$ cat config.mk
export PLATFORM = sky130hd
export DESIGN_NAME = cascade_irq_setup
export DESIGN_NICKNAME = d
export VERILOG_FILES = /design/src/hw/cascade_irq_setup.v
export VERILOG_INCLUDE_DIRS = /design/src /design/src/hw
export SDC_FILE = /design/constraint.sdc
export NUM_CORES = 1
export LEC_CHECK = 0
export BUFFER_PORTS_ARGS = -buffer_cell sky130_fd_sc_hd__buf_2
export CELL_PAD_IN_SITES_DETAIL_PLACEMENT = 2
export CELL_PAD_IN_SITES_GLOBAL_PLACEMENT = 2
export CORE_MARGIN = 2
export CORE_UTILIZATION = 27
export DETAILED_ROUTE_END_ITERATION = 8
export PLACE_DENSITY_LB_ADDON = 0.1
export SKIP_LAST_GASP = 1
export SYNTH_ARGS = -nofsm -noshare
export SYNTH_HDL_FRONTEND = slang
export SYNTH_SLANG_ARGS = --single-unit
$ cat constraint.sdc
create_clock -name mclk_i -period 12.3 [get_ports mclk_i]
set_input_delay 1.23 -clock mclk_i [delete_from_list [all_inputs] [get_ports mclk_i]]
set_output_delay 1.23 -clock mclk_i [all_outputs]
set_load 0.01 [all_outputs]
$ cat src/hw/cascade_irq_map.vh
// Port addresses, field positions, reset values and codes for the cascaded interrupt pair
`ifndef CASCADE_IRQ_MAP_VH
`define CASCADE_IRQ_MAP_VH
`define MASTER_BASE_PORT 8'h20
`define MASTER_ODD_PORT 8'h21
`define SLAVE_BASE_PORT 8'ha0
`define SLAVE_ODD_PORT 8'ha1
`define INIT_ONE_BIT 4
`define MODE_RESET 8'h01
`define MASK_RESET 8'h00
`define MODE_AUTO_EOI_BIT 1
`define MODE_SPECIAL_NEST_BIT 4
`define CASCADE_LINE 3'h2
`define CASCADE_RESET 8'h04
`define SLAVE_ID_RESET 8'h02
`define VECTOR_RESET 8'h00
`endif

$ cat src/hw/cascade_irq_setup.v
// Master and slave interrupt controller pair: setup words, masking, vectoring, cascade select
`timescale 1ns/1ps
`include "cascade_irq_map.vh"

module cascade_irq_setup (
    input wire mclk_i,
    input wire rst_i,
    input wire [7:0] io_addr_i,
    input wire [7:0] io_wdata_i,
    input wire io_wr_i,
    input wire io_rd_i,
    input wire [15:0] irq_i,
    input wire interrupt_acknowledge_n_i,
    input wire [7:0] eoi_clear_master_i,
    input wire [7:0] eoi_clear_slave_i,
    output reg [7:0] io_rdata_o,
    output reg io_rdata_oe_o,
    output reg int_o,
    output reg [7:0] ack_data_o,
    output reg ack_data_oe_o,
    output reg [2:0] cascade_code_o,
    output reg master_auto_eoi_o,
    output reg slave_auto_eoi_o,
    output reg master_special_nest_o,
    output reg slave_special_nest_o
);

    localparam [3:0] ST_IDLE = 4'b0001;
    localparam [3:0] ST_BASE = 4'b0010;
    localparam [3:0] ST_CASC = 4'b0100;
    localparam [3:0] ST_MODE = 4'b1000;

    // Lowest-numbered pending line wins; fixed priority only
    function [3:0] pick;
        input [7:0] pend;
        integer k;
        begin
            pick = 4'h8;
            for (k = 7; k >= 0; k = k - 1) begin
                if (pend[k]) begin
                    pick = {1'b0, k[2:0]};
                end
            end
        end
    endfunction

    function [7:0] make_vector;
        input [7:0] base;
        input [2:0] level;
        begin
            make_vector = {base[7:3], level};
        end
    endfunction

    reg [15:0] irq_s1_reg;
    reg [15:0] irq_s2_reg;
    reg [15:0] irq_prev_reg;
    reg [1:0] ack_s_reg;
    reg ack_prev_reg;
    reg [3:0] m_state_reg;
    reg [3:0] s_state_reg;
    reg [7:0] m_base_reg;
    reg [7:0] s_base_reg;
    reg [7:0] m_casc_reg;
    reg [7:0] s_id_reg;
    reg [7:0] m_mode_reg;
    reg [7:0] s_mode_reg;
    reg [7:0] m_mask_reg;
    reg [7:0] s_mask_reg;
    reg [7:0] m_req_reg;
    reg [7:0] s_req_reg;
    reg [7:0] m_isr_reg;
    reg [7:0] s_isr_reg;
    reg [1:0] pulse_cnt_reg;
    reg [2:0] m_level_reg;
    reg [2:0] s_level_reg;
    reg from_slave_reg;

    wire wr_m_even = io_wr_i && io_addr_i == `MASTER_BASE_PORT;
    wire wr_m_odd = io_wr_i && io_addr_i == `MASTER_ODD_PORT;
    wire wr_s_even = io_wr_i && io_addr_i == `SLAVE_BASE_PORT;
    wire wr_s_odd = io_wr_i && io_addr_i == `SLAVE_ODD_PORT;
    wire m_init = wr_m_even && io_wdata_i[`INIT_ONE_BIT];
    wire s_init = wr_s_even && io_wdata_i[`INIT_ONE_BIT];

    wire ack_low = ~ack_s_reg[1];
    wire ack_fall = ack_prev_reg && ack_low;
    wire ack_rise = ~ack_prev_reg && ~ack_low;

    // Rising edges only; a line held high after setup must drop and rise again
    wire [15:0] irq_edge = irq_s2_reg & ~irq_prev_reg;

    wire [7:0] s_pend = s_req_reg & ~s_mask_reg;
    wire [3:0] s_win = pick(s_pend);
    wire s_int = ~s_win[3] && (s_isr_reg == 8'h00);
    // Slave output stands on master line two; master mask bit two blocks it
    wire [7:0] m_in = {m_req_reg[7:3], m_req_reg[2] | s_int, m_req_reg[1:0]};
    wire [7:0] m_pend = m_in & ~m_mask_reg;
    wire [3:0] m_win = pick(m_pend);
    wire m_int = ~m_win[3] && (m_isr_reg == 8'h00);
    wire m_win_casc = m_casc_reg[m_win[2:0]];
    wire slave_hit = cascade_code_o == s_id_reg[2:0];

    always @(posedge mclk_i or posedge rst_i) begin
        if (rst_i) begin
            irq_s1_reg <= 16'h0000;
            irq_s2_reg <= 16'h0000;
            irq_prev_reg <= 16'h0000;
            ack_s_reg <= 2'h3;
            ack_prev_reg <= 1'b1;
        end else begin
            irq_s1_reg <= irq_i;
            irq_s2_reg <= irq_s1_reg;
            irq_prev_reg <= irq_s2_reg;
            ack_s_reg <= {ack_s_reg[0], interrupt_acknowledge_n_i};
            ack_prev_reg <= ack_low ? 1'b0 : 1'b1;
        end
    end

    // Initialization sequence, one per controller
    always @(posedge mclk_i or posedge rst_i) begin
        if (rst_i) begin
            m_state_reg <= ST_IDLE;
            s_state_reg <= ST_IDLE;
            m_base_reg <= `VECTOR_RESET;
            s_base_reg <= `VECTOR_RESET;
            m_casc_reg <= `CASCADE_RESET;
            s_id_reg <= `SLAVE_ID_RESET;
            m_mode_reg <= `MODE_RESET;
            s_mode_reg <= `MODE_RESET;
            m_mask_reg <= `MASK_RESET;
            s_mask_reg <= `MASK_RESET;
        end else begin
            if (m_init) begin
                m_state_reg <= ST_BASE;
                m_mask_reg <= `MASK_RESET;
            end else if (wr_m_odd) begin
                case (m_state_reg)
                    ST_BASE: begin
                        m_base_reg <= io_wdata_i;
                        m_state_reg <= ST_CASC;
                    end
                    ST_CASC: begin
                        m_casc_reg <= io_wdata_i;
                        m_state_reg <= ST_MODE;
                    end
                    ST_MODE: begin
                        m_mode_reg <= io_wdata_i;
                        m_state_reg <= ST_IDLE;
                    end
                    ST_IDLE: m_mask_reg <= io_wdata_i;
                    default: m_state_reg <= ST_IDLE;
                endcase
            end
            if (s_init) begin
                s_state_reg <= ST_BASE;
                s_mask_reg <= `MASK_RESET;
            end else if (wr_s_odd) begin
                case (s_state_reg)
                    ST_BASE: begin
                        s_base_reg <= io_wdata_i;
                        s_state_reg <= ST_CASC;
                    end
                    ST_CASC: begin
                        s_id_reg <= io_wdata_i;
                        s_state_reg <= ST_MODE;
                    end
                    ST_MODE: begin
                        s_mode_reg <= io_wdata_i;
                        s_state_reg <= ST_IDLE;
                    end
                    ST_IDLE: s_mask_reg <= io_wdata_i;
                    default: s_state_reg <= ST_IDLE;
                endcase
            end
        end
    end

    // Request and in-service bits; a new edge wins over a same-cycle acknowledge clear, an init clear wins over a new edge
    always @(posedge mclk_i or posedge rst_i) begin
        if (rst_i) begin
            m_req_reg <= 8'h00;
            s_req_reg <= 8'h00;
            m_isr_reg <= 8'h00;
            s_isr_reg <= 8'h00;
            pulse_cnt_reg <= 2'h0;
            m_level_reg <= 3'h0;
            s_level_reg <= 3'h0;
            from_slave_reg <= 1'b0;
            cascade_code_o <= 3'h0;
            ack_data_o <= 8'h00;
            ack_data_oe_o <= 1'b0;
        end else begin
            m_req_reg <= m_init ? 8'h00 : m_req_reg | irq_edge[7:0];
            s_req_reg <= s_init ? 8'h00 : s_req_reg | irq_edge[15:8];
            m_isr_reg <= m_init ? 8'h00 : m_isr_reg & ~eoi_clear_master_i;
            s_isr_reg <= s_init ? 8'h00 : s_isr_reg & ~eoi_clear_slave_i;
            if (ack_fall && pulse_cnt_reg == 2'h0) begin
                // First pulse: freeze the winning levels
                m_level_reg <= m_win[2:0];
                s_level_reg <= s_win[2:0];
                from_slave_reg <= m_win_casc;
                m_req_reg[m_win[2:0]] <= irq_edge[m_win[2:0]];
                if (m_win_casc) begin
                    s_req_reg[s_win[2:0]] <= irq_edge[{1'b1, s_win[2:0]}];
                end
            end
            if (ack_rise && pulse_cnt_reg == 2'h0) begin
                pulse_cnt_reg <= 2'h1;
                if (from_slave_reg) begin
                    cascade_code_o <= `CASCADE_LINE;
                end
                m_isr_reg[m_level_reg] <= ~m_mode_reg[`MODE_AUTO_EOI_BIT];
                if (from_slave_reg) begin
                    s_isr_reg[s_level_reg] <= ~s_mode_reg[`MODE_AUTO_EOI_BIT];
                end
            end
            if (ack_fall && pulse_cnt_reg == 2'h1) begin
                ack_data_oe_o <= ~from_slave_reg || slave_hit;
                if (from_slave_reg) begin
                    ack_data_o <= make_vector(s_base_reg, s_level_reg);
                end else begin
                    ack_data_o <= make_vector(m_base_reg, m_level_reg);
                end
            end
            if (ack_rise && pulse_cnt_reg == 2'h1) begin
                pulse_cnt_reg <= 2'h0;
                ack_data_oe_o <= 1'b0;
                cascade_code_o <= 3'h0;
                from_slave_reg <= 1'b0;
            end
        end
    end

    // Mask readback needs no status selection
    always @(posedge mclk_i or posedge rst_i) begin
        if (rst_i) begin
            io_rdata_o <= 8'h00;
            io_rdata_oe_o <= 1'b0;
            int_o <= 1'b0;
            master_auto_eoi_o <= 1'b0;
            slave_auto_eoi_o <= 1'b0;
            master_special_nest_o <= 1'b0;
            slave_special_nest_o <= 1'b0;
        end else begin
            io_rdata_oe_o <= io_rd_i &&
                (io_addr_i == `MASTER_ODD_PORT || io_addr_i == `SLAVE_ODD_PORT);
            io_rdata_o <= (io_addr_i == `SLAVE_ODD_PORT) ? s_mask_reg : m_mask_reg;
            int_o <= m_int && pulse_cnt_reg == 2'h0;
            master_auto_eoi_o <= m_mode_reg[`MODE_AUTO_EOI_BIT];
            slave_auto_eoi_o <= s_mode_reg[`MODE_AUTO_EOI_BIT];
            master_special_nest_o <= m_mode_reg[`MODE_SPECIAL_NEST_BIT];
            slave_special_nest_o <= s_mode_reg[`MODE_SPECIAL_NEST_BIT];
        end
    end

endmodule // cascade_irq_setup

==> Word-level counts from Yosys, hierarchy flattened <==
Cells that the tools add are included.
{ "classes": {"n_lt_le_gt_ge": 10, "n_eq_ne": 16, "n_mux": 68, "bitwise": 22, "n_reduce_logical": 44} }
{ "op_table": {"columns": ["cell", "n"], "rows": [
  ["2-to-1 mux 8 bit", 18],
  ["2-to-1 mux 4 bit", 20],
  ["AND 8 bit", 4],
  ["bitwise mux 8 bit", 4],
  ["NOT 8 bit", 4],
  ["one-hot mux 4 bit (3 select lines)", 2],
  ["logical AND 1 bit", 20],
  ["AND reduction 3 bit", 6],
  ["AND 16 bit", 1],
  ["== test 8 x 6 -> 1 bit (second input constant)", 2],
  ["== test 8 bit (second input constant)", 2],
  ["zero test 8 bit", 2],
  ["< comparator 3 x 4 -> 1 bit (second input constant)", 4],
  ["NOT 16 bit", 1],
  ["OR 8 bit", 2],
  ["nonzero test 2 bit", 8],
  ["demux 1 bit (select 3 bit)", 4],
  [">= comparator 3 x 1 -> 1 bit (second input constant)", 4],
  ["2-to-1 mux 1 bit", 12],
  ["AND reduction 2 bit", 5],
  ["binary-select mux 1 bit (select 3 bit)", 3],
  ["2-to-1 mux 3 bit", 3],
  ["NOT 1 bit", 9],
  ["== test 4 x 1 -> 1 bit (second input constant)", 2],
  ["other kinds (12)", 18]
]} }
{ "totals": {"ff_bits": 179, "in_bits": 53, "output_inout_bits": 26, "wordCells": 193} }

==> Depth between registers and ports, before layout <==
Gate-level depths: netlist of the first run.
{ "depth": {"word_depth": 28, "depth_mapped": 9, "mapped_depth_nobuf": 8} }

==> Worst setup path after synthesis of the first run <==
OpenSTA, ideal clock, no wires.
{ "synth_path": {"kind": "input to register", "startpoint": "input io_addr_i[4]", "endpoint": "register m_casc_reg[0]", "setup_ps": 125, "arrival_ps": 3118, "t_required_ps": 12175, "setup_slack_ps": 9057, "cell_stages": 7, "path_buffers": 1, "path_cell_list": "or4b_1 -> nor3_2 -> nand4b_1 -> nor3_1 -> and3b_1 -> buf_2 -> mux2_2"} }
{ "synth_between": {"elab_chain_cells": 5, "word_cells_on_any_way": 7, "classes_between": "eq/ne: 2; bitwise: 1; reduce/logical: 4"} }
{ "synth_lines": {"columns": ["element", "line_no", "rtl"], "rows": [
  ["from (decl)", "cascade_irq_setup.v:8", "input wire [7:0] io_addr_i,"],
  ["== test 8 x 6 -> 1 bit (no line)", null, null],
  ["logical AND 1 bit (no line)", null, null],
  ["logical AND 1 bit", "cascade_irq_setup.v:83", "wire m_init = wr_m_even && io_wdata_i[`INIT_ONE_BIT];"],
  ["NOT 1 bit (no line)", null, null],
  ["AND reduction 3 bit (no line) *", null, null],
  ["to (signal assigned)", "cascade_irq_setup.v:127", "m_casc_reg <= `CASCADE_RESET;"],
  ["to (signal assigned)", "cascade_irq_setup.v:144", "m_casc_reg <= io_wdata_i;"],
  ["to (decl)", "cascade_irq_setup.v:64", "reg [7:0] m_casc_reg;"]
]} }
Mark *: on every way between the ends. The rest lies on a longest branch, timed or not.
A chain may end at the register's enable or synchronous reset.

==> Final worst setup path of the first run <==
Ends and elaborated chain as after synthesis.

==> key figures, run 1 <==
Worst hold path
  – Worst Hold Class: flop to flop
  – Hold Startpoint: irq_s1_reg[6]
  – Hold path cells: 0

STA
  – Fmax achieved: 0.302 GHz
  – Final hold violations: 0
  – Final worst-path cycle share: 0.269
  – Slew @ Worst Pin: 1.06 ns
  – Slew headroom: 0.289
  – Final worst slack: 8.99 ns
  – Final Skew: 0.0100 ns
  – Setup TNS: 0 ns
  – Setup Viol. Count Final: 0
  – Final Max Tran Viols: 0
  – RSZ-0062 raised after global routing: no
  – Fin crit period: 3.31 ns

Placement
  – GPL Wtd Cong: 0.779
  – HPWL Detailed: 13700 um
  – Placement Setup Slack: 8.50 ns
  – Port bufs: 76

Clock network
  – Max clock buf depth: 2
  – CTS resizes: 0
  – CTS Buf Count: 17
  – H-tree depth: 4
  – Hold_buf cts: 0
  – Clk root buf: clkbuf_16
  – Post-CTS setup buffers: 0
  – Clk slew on worst S/H paths: 0.07 ns
  – Clock Sinks: 164
  – TritonCTS clock tree: yes
  – Skew-Pair Late Insertion Delay: 0.43 ns

Critical path
  – Crit-path cells: buf_2, or4b_1, nor3_2, nand4b_1, nor3_1, and3b_1, mux2_2
  – Critical path arrival: 3.62 ns
  – CP startpoint: io_addr_i[4]
  – Setup slack, reg-to-reg: 9.09 ns
  – Reg-to-Reg Start: s_req_reg[5]
  – Worst-case reg-to-reg path depth: 8
  – Critical Path Start Type: input pin
  – Setup crit end kind: flop
  – Slowest stage cell, crit path: or4b_1
  – Max FO, Critical Path: 9
  – Crit path largest cell delay: 0.52 ns
  – Kind of critical path: input pin to flop
  – CP required: 12.61 ns

Finish
  – Synth-to-layout area growth: 18.9%
  – Diodes inserted: 0
  – Layout cell share with drive strength beyond 1: 0.267
  – Final #Nets: 719

Synthesis
  – Most used DFF post-synth: dfrtp_1
  – Ys async rst share: 1.00
  – Mean Syn Cell Area: 11.6 sq um
  – Flops & latches, synth: 164
  – Post-synth EDFFs: 0
  – Share of the yosys chip area belonging to registers: 0.604
  – Synthesized area: 6810 sq um
  – Synth warn: 0
  – Cell variety after synth: 51
  – Gate Count Post-Synth: 588

GRT
  – GR Overflow Total: 0
  – Number of global-route vias before repair: 5478
  – Pin count of the biggest net entering global routing: 58
  – GRT Overall Usage: 0.151
  – Antenna violations before repair: 0
  – First-pass GRT wire length: 30800 um

Route
  – Initial DRC count: 139
  – Total Wirelength: 18900 um
  – Via count: 4825
  – # DRC: 0
  – DR pass1 iterations: 4
  – Wire per inst: 18.7 um
  – Via density: 4.78
  – Post-route ant nets: 0

Die
  – Initial Util: 0.273
  – Die Span Y: 163 um
  – Die W: 163 um
  – Die ar.: 26500 sq um
  – Io pins: 79
  – Core ar.: 25000 sq um
  – Row cnt: 58

Run
  – Number of max-cap violations: 0

Power
  – Pleak: 3.61 nW
  – Power Dens Cells: 157 nW/um^2
  – VDD IR max: 0.0000720 V

Status
  – Status: complete, no violations
power by group:
part,switching (W),internal (W)
clock network,0.000253,0.000269
registers,0.0000374,0.000570
logic,0.0000934,0.0000541
metal layers:
| layer | global-route usage | vias to the layer above | share of wire |
|---|---|---|---|
| met4 | 0.0402 | 0 | 0.011 |
| met1 | 0.205 | 2517 | 0.48 |
| met2 | 0.248 | 70 | 0.48 |
| met3 | 0.0303 | 10 | 0.028 |
| met5 | 0 | - | 0 |
| li1 | - | 2228 | - |
kinds of logic (layout without fill, tap and decap cells):
family | after synthesis | after routing | synth area share
flops | 164 | 164 | 0.604
mux | 58 | 58 | 0.0918
buf+inv | 25 | 115 | 0.0167
compound gates | 91 | 91 | 0.0812
other cells | 1 | 2 | 0.000550
xor+xnor | 4 | 4 | 0.00514
simple gates | 245 | 245 | 0.201
synthesized netlist by cell type (all sizes together) (6+ instances only):
cell type	instances	area, sq um
buf	6	42.5
a21oi	11	66.3
nand4b	16	140
nand3	26	130
a31o	6	52.6
nor4	12	138
dfstp	7	184
nand2	75	282
mux2	36	405
nor2b	36	230
mux2i	22	220
nand3b	6	45.0
nor2	30	113
o21ai	53	265
clkbuf	15	56.3
dfrtp	157	3930
nor3	11	60.1
nand2b	10	62.6
metrics by stage:
| stage | total power (W) | hold slack [ns] | utilization | instances | cell area (sq um) |
|---|---|---|---|---|---|
| finish | 0.00128 | 0.350 | 0.325 | 1009 | 8100 |
| global route | 0.00134 | 0.356 | 0.325 | 1009 | 8100 |
| CTS | 0.00130 | 0.354 | 0.325 | 1009 | 8100 |
| detailed placement | 0.000770 | 0.336 | 0.302 | 977 | 7540 |
| global placement | 0.000762 | 0.332 | 0.302 | 977 | 7540 |
| floorplan | 0.000704 | 0.331 | - | 589 | 6820 |
layout by cell type (no fill, tap or decap), types with 5 or more instances in the layout:
master     count
dfrtp_1      157
buf_2         76
nand2_1       75
o21ai_0       51
mux2_2        36
nor2b_1       34
nor2_1        30
nand3_1       26
mux2i_1       22
clkbuf_16     17
nand4b_1      16
nand2b_1      10
a21oi_1       10
nor4_2        10
nor3_1         9
inv_6          7
dfstp_2        7
a31o_2         6
nand3b_1       6
inv_8          5
critical path: cells and delay by family:
family | cells | cell delay (ns)
buffers and inverters | 1 | 0.09
and+or+nand+nor | 5 | 1.90
muxes | 1 | 0.39
final timing paths:
| path | to |
|---|---|
| worst max-delay path | m_casc_reg[0] |
| worst min-delay path | irq_s2_reg[6] |
| worst max register to register | s_req_reg[1] |
| worst min register to register | irq_s2_reg[6] |
| max in group asynchronous | m_isr_reg[3] |
| min in group asynchronous | irq_s1_reg[15] |
area by class of cell:
cell class,instances,area (sq um)
Fill cell,2696,16900
Inverter,4,20.0
Sequential cell,164,4110
Timing Repair Buffer,79,403
Clock inverter,15,134
Tap cell,330,413
Clock buffer,17,425
Multi-Input combinational cell,400,2600
No activity file was read; power rests on OpenSTA's default activity.
==> inputs of run 2 (changes only) <==
==> constraint.sdc (replaced) <==
create_clock -name mclk_i -period 2.92 [get_ports mclk_i]
set_input_delay 0.292 -clock mclk_i [delete_from_list [all_inputs] [get_ports mclk_i]]
set_output_delay 0.292 -clock mclk_i [all_outputs]
set_load 0.01 [all_outputs]
==> run 2 against run 1 <==
Register-to-register slack worse by 8.9 ns; first-iteration DRC count rose by 19%; clock-buffer cell count unchanged; largest cell class unchanged; die area unchanged; critical endpoint is now m_req_reg[2].
==> key figures, run 2 (same netlist as run 1, synthesis figures left out) <==
Critical path
  – Worst-case reg-to-reg path depth: 8
  – Slowest stage cell, crit path: a311o_2
  – Reg2reg end: m_req_reg[2]
  – Crit path largest cell delay: 0.45 ns
  – Setup slack, reg-to-reg: 0.18 ns
  – CP required: 3.22 ns
  – Setup crit end: m_req_reg[2]
  – CP startpoint: s_isr_reg[1]
  – Max FO, Critical Path: 6
  – Crit-path cells: nor4_2, nand2_1, a311o_2, a21oi_4, mux2_2, a22o_1, a211oi_1, o21ai_0
  – Critical Path Start Type: flop
  – Reg-to-Reg Start: s_isr_reg[1]
  – Kind of critical path: flop to flop
  – Setup crit end kind: flop
  – Critical path arrival: 3.04 ns

Placement
  – GPL Wtd Cong: 0.752
  – Port bufs: 76
  – DP Cell Count: 991
  – HPWL Detailed: 13700 um
  – Area after DPL: 7660 sq um

Die
  – Die Span Y: 163 um
  – Die ar.: 26500 sq um
  – Core ar.: 25000 sq um
  – Row cnt: 58
  – Io pins: 79
  – Die W: 163 um
  – Initial Util: 0.273

Clock network
  – Clk slew on worst S/H paths: 0.07 ns
  – H-tree depth: 4
  – Clock Sinks: 164
  – TritonCTS clock tree: yes
  – Skew-Pair Late Insertion Delay: 0.43 ns
  – Clk root buf: clkbuf_16
  – Max clock buf depth: 2
  – CTS Buf Count: 17

Finish
  – Most frequent cells in the layout: dfrtp_1, buf_2, nand2_1
  – Filler instances: 2663
  – Layout cell share with drive strength beyond 1: 0.278
  – Final #Nets: 753
  – Layout Cells excl Fill: 1042
  – Reg area: 4110 sq um
  – Cell area after layout: 8470 sq um
  – Synth-to-layout area growth: 24.3%
  – Diodes inserted: 0
  – Commonest non-fill, non-tap cell in the layout: dfrtp_1
  – Multi-input gate area: 2640 sq um

GRT
  – Antenna violations before repair: 1
  – Pin count of the biggest net entering global routing: 165
  – GRT Overall Usage: 0.155
  – First-pass GRT wire length: 31300 um
  – GR Overflow Total: 0
  – Number of global-route vias before repair: 5497

STA
  – Final Max Tran Viols: 0
  – Final worst-path cycle share: 0.938
  – RSZ-0062 raised after global routing: yes
  – Fin crit period: 2.74 ns
  – Slew headroom: 0.381
  – Slew @ Worst Pin: 0.929 ns
  – Fmax achieved: 0.365 GHz
  – Setup Viol. Count Final: 0
  – Final Skew: 0.0118 ns
  – Final hold violations: 0

Route
  – # DRC: 0
  – Total Wirelength: 19300 um
  – Via density: 4.76
  – Post-route ant nets: 0
  – DR pass1 iterations: 4
  – Initial DRC count: 166
  – Via count: 4957
  – Wire per inst: 18.6 um

Power
  – Power Dens Cells: 650 nW/um^2
  – VDD IR max: 0.000283 V
  – Pleak: 3.77 nW
  – Total power: 0.00550 W

Status
  – Status: complete, no violations

Run
  – Number of max-cap violations: 0

Worst hold path
  – Worst Hold Class: input pin to async pin
[run 2: per-stage QoR]
step                setup slack [ns]  utilization  hold slack, ns  TNS, ns
global route                 -0.0231        0.339           0.145  -0.0661
finish                         0.181        0.339           0.101        0
floorplan                      0.492            -           0.296        0
detailed placement           -0.0438        0.307           0.336   -0.161
global placement              0.0670        0.307           0.331        0
CTS                           0.0220        0.337           0.113        0
[run 2: how the worst min path moves through the flow]
stage,from,to,cells after the start
detailed placement,irq_s1_reg[4],irq_s2_reg[4],0
floorplan,interrupt_acknowledge_n_i,ack_s_reg[0],0
global route,eoi_clear_master_i[5],m_isr_reg[5],3
CTS,eoi_clear_slave_i[4],s_isr_reg[4],3
global placement,irq_s1_reg[5],irq_s2_reg[5],0
finish,rst_i,irq_s1_reg[3],3
[run 2: critical path: cells and delay by family, from the launching register on]
kind / cells / cell delay, ns
flops: 1 / 0.40
mux: 1 / 0.37
simple gates: 2 / 0.46
compound gates: 5 / 1.39
[run 2: what timing repair did]
item,4_1_cts,5_1_grt
resized for setup,0,7
hold buffers,17,0
pin swaps,1,1
endpoints found under the setup margin,10,12
hold endpoints to repair,17,0
setup buffers,2,1
[run 2: final cells by class]
type,instances,share of cell area
clock inverter,14,0.0171
tap,330,0.0488
timing repair buffer,113,0.0842
sequential,164,0.486
inverter,4,0.00222
clock buffer,17,0.0502
multi-input combinational,400,0.312
[run 2: layer usage]
layer / track usage / routed length [um] / vias up / part of all wire
met4: 0.0447 / 223 / 0 / 0.012
met2: 0.257 / 9450 / 78 / 0.49
met3: 0.0288 / 530 / 16 / 0.027
met5: 0 / 0 / - / 0
li1: - / - / 2302 / -
met1: 0.209 / 9150 / 2561 / 0.47
[run 2: where the power goes]
part | leakage, nW | internal (W) | switching, W
Combinational | 1.43 | 0.000299 | 0.000447
Clock | 0.284 | 0.00120 | 0.00103
Sequential | 2.06 | 0.00240 | 0.000123
Total | 3.77 | 0.00390 | 0.00160
==> inputs of run 3 (changes only) <==
--- a/config.mk
+++ b/config.mk
@@ -6,6 +6,7 @@
 export SDC_FILE = /design/constraint.sdc
 export NUM_CORES = 1
 export LEC_CHECK = 0
+export ABC_AREA = 1
 export BUFFER_PORTS_ARGS = -buffer_cell sky130_fd_sc_hd__buf_2
 export CELL_PAD_IN_SITES_DETAIL_PLACEMENT = 2
 export CELL_PAD_IN_SITES_GLOBAL_PLACEMENT = 2
==> run 3 against run 2 <==
Non-clock buffer count fell by 8; area after synthesis is 2.7% higher; worst hold slack got worse by 0.046 ns; first-iteration DRC count grew 6.6%; critical path depth grew 10; final cell count increased by 16%; wire length rose by 6.6%; register-to-register slack better by 0.38 ns; total power increased by 0.89%; largest power group unchanged; setup slack better by 0.38 ns; synthesized cell count is 29% higher.
==> key figures, run 3 <==
Synthesis
  – Flops & latches, synth: 164
  – Share of the yosys chip area belonging to registers: 0.588
  – Cell variety after synth: 39
  – Count leader, synth: dfrtp_1
  – Post-synth EDFFs: 0
  – Mean Syn Cell Area: 9.25 sq um
  – Gate Count Post-Synth: 756
  – Synth warn: 0
  – Most used DFF post-synth: dfrtp_1
  – Leading area contributor after synthesis: dfrtp_1
  – Post-synth top area share: 0.562
  – Most frequent cells after synthesis: dfrtp_1, nand2_1, inv_1
  – Ys async rst share: 1.00
  – Synthesized area: 7000 sq um
  – Area contributors post-synth: dfrtp_1, nand2_1, inv_1

GRT
  – First-pass GRT wire length: 34000 um
  – Pin count of the biggest net entering global routing: 42
  – GRT Overall Usage: 0.165
  – Antenna violations before repair: 0
  – Number of global-route vias before repair: 6214
  – GR Overflow Total: 0

STA
  – Final Skew: 0.0185 ns
  – Slew @ Worst Pin: 0.767 ns
  – Setup Viol. Count Final: 0
  – Final hold violations: 0
  – Final Max Tran Viols: 0
  – Final worst slack: 0.565 ns
  – Fmax achieved: 0.425 GHz
  – RSZ-0062 raised after global routing: no
  – Slew headroom: 0.488
  – Setup TNS: 0 ns
  – Final worst-path cycle share: 0.807
  – Fin crit period: 2.36 ns

Placement
  – DP Cell Count: 1159
  – HPWL Detailed: 16000 um
  – Port bufs: 76
  – Placement Setup Slack: 0.543 ns
  – GPL Wtd Cong: 0.797

Die
  – Die W: 165 um
  – Row cnt: 58
  – Core ar.: 25300 sq um
  – Die ar.: 27200 sq um
  – Initial Util: 0.276
  – Io pins: 79
  – Die Span Y: 165 um

Power
  – VDD IR max: 0.000302 V
  – Pleak: 4.07 nW
  – Total power: 0.00555 W
  – Power Dens Cells: 647 nW/um^2

Critical path
  – Critical path's most frequent cell: nand2_1
  – Max FO, Critical Path: 9
  – Reg-to-Reg Start: s_mask_reg[6]
  – CP required: 3.26 ns
  – Critical path arrival: 2.69 ns
  – Crit path depth: 18
  – Setup slack, reg-to-reg: 0.56 ns
  – Crit-path cells: inv_2, nand2_2, nand3_1, nand2_1, nand2_1, nand2_1, nand2_1, nand2_1, nand2_2, nor2_1, nand2_1, nand2_1, inv_1, nand2_1, nor2_1, nand4_1, nand2_1, inv_1
  – Reg2reg end: s_req_reg[4]
  – Crit path largest cell delay: 0.53 ns
  – Setup crit end: s_req_reg[4]
  – Top delay family on crit path: simple AND/OR/NAND/NOR gates
  – Crit path buf inv count: 3
  – Slowest stage cell, crit path: nor2_1
  – Critical Path Start Type: flop
  – Setup crit end kind: flop
  – Worst-case reg-to-reg path depth: 18
  – Kind of critical path: flop to flop
  – CP startpoint: s_mask_reg[6]

Finish
  – Final #Nets: 919
  – Diodes inserted: 0
  – Most frequent cells in the layout: dfrtp_1, nand2_1, inv_1
  – Synth-to-layout area growth: 22.6%
  – Reg area: 4110 sq um
  – Layout cell share with drive strength beyond 1: 0.218
  – Multi-input gate area: 2380 sq um
  – Layout Cells excl Fill: 1209
  – Commonest non-fill, non-tap cell in the layout: dfrtp_1
  – Filler instances: 2810

Route
  – Via count: 5531
  – Initial DRC count: 177
  – Via density: 4.57
  – Total Wirelength: 20600 um
  – Post-route ant nets: 0
  – DR pass1 iterations: 4
  – Wire per inst: 17.1 um
  – # DRC: 0

Clock network
  – Clk slew on worst S/H paths: 0.07 ns
  – Max clock buf depth: 2
  – H-tree depth: 4
  – CTS Buf Count: 17
  – Clock Sinks: 164
  – Skew-Pair Late Insertion Delay: 0.44 ns
  – TritonCTS clock tree: yes
  – Clk root buf: clkbuf_16

Worst hold path
  – Worst Hold Class: input pin to flop

Status
  – Status: complete, no violations

Run
  – Number of max-cap violations: 0
[run 3: kinds of logic (layout without fill, tap and decap cells)]
group | after synthesis | in the layout | share of synthesized area
AND/OR/NAND/NOR | 325 | 325 | 0.222
multiplexers | 8 | 8 | 0.0114
AO/OA/AOI/OAI | 129 | 129 | 0.106
other | 1 | 2 | 0.000536
flip-flops | 164 | 164 | 0.588
buffers and inverters | 129 | 251 | 0.0726
[run 3: worst reg2reg max path, stage by stage, from the launching register on]
cell,delay (ns)
dfrtp_1,0.39
inv_2,0.09
nand2_2,0.08
nand3_1,0.07
nand2_1,0.05
nand2_1,0.06
nand2_1,0.05
nand2_1,0.05
nand2_1,0.06
nand2_2,0.19
nor2_1,0.12
nand2_1,0.08
nand2_1,0.05
inv_1,0.04
nand2_1,0.05
nor2_1,0.53
nand4_1,0.17
nand2_1,0.11
inv_1,0.04
[run 3: metrics by stage]
step                      hold slack, ns   util  area [sq um]
after floorplan                    0.296      -          7000
after global placement             0.332  0.309          7840
after detailed placement           0.336  0.309          7840
after CTS                         0.0321  0.339          8580
after global routing              0.0508  0.339          8580
final                             0.0548  0.339          8580
[run 3: area by class of cell]
| type | count | area share |
|---|---|---|
| Clock buffer | 19 | 0.0505 |
| Tap cell | 330 | 0.0481 |
| Clock inverter | 13 | 0.0149 |
| Multi-Input combinational cell | 464 | 0.277 |
| Sequential cell | 164 | 0.479 |
| Timing Repair Buffer | 105 | 0.0793 |
| Inverter | 114 | 0.0505 |
[run 3: how the worst min path moves through the flow]
stage                                   start             to  slack (ns)  cells after the start
finish                   eoi_clear_slave_i[0]   s_isr_reg[0]        0.05                      2
global route             eoi_clear_slave_i[0]   s_isr_reg[0]        0.05                      2
CTS                      eoi_clear_slave_i[2]   s_isr_reg[2]        0.03                      2
detailed placement              irq_s1_reg[0]  irq_s2_reg[0]        0.34                      0
global placement                irq_s1_reg[9]  irq_s2_reg[9]        0.33                      0
floorplan           interrupt_acknowledge_n_i   ack_s_reg[0]        0.30                      0
[run 3: timing repair]
item,in CTS,in global routing
hold buffers,18,0
setup buffers,0,0
endpoints found under the hold margin,28,0
gates resized for setup,0,0
[run 3: per-layer routing]
layer | global-route usage | wire length (um) | vias up
met5 | 0 | 0 | -
met4 | 0.0466 | 274 | 0
met3 | 0.0294 | 432 | 21
met2 | 0.289 | 10400 | 64
met1 | 0.209 | 9550 | 2794
li1 | - | - | 2652
[run 3: power breakdown]
part	internal, W	total, W	switching [W]
logic	0.000285	0.000834	0.000549
registers	0.00244	0.00255	0.000110
clock network	0.00118	0.00217	0.000982
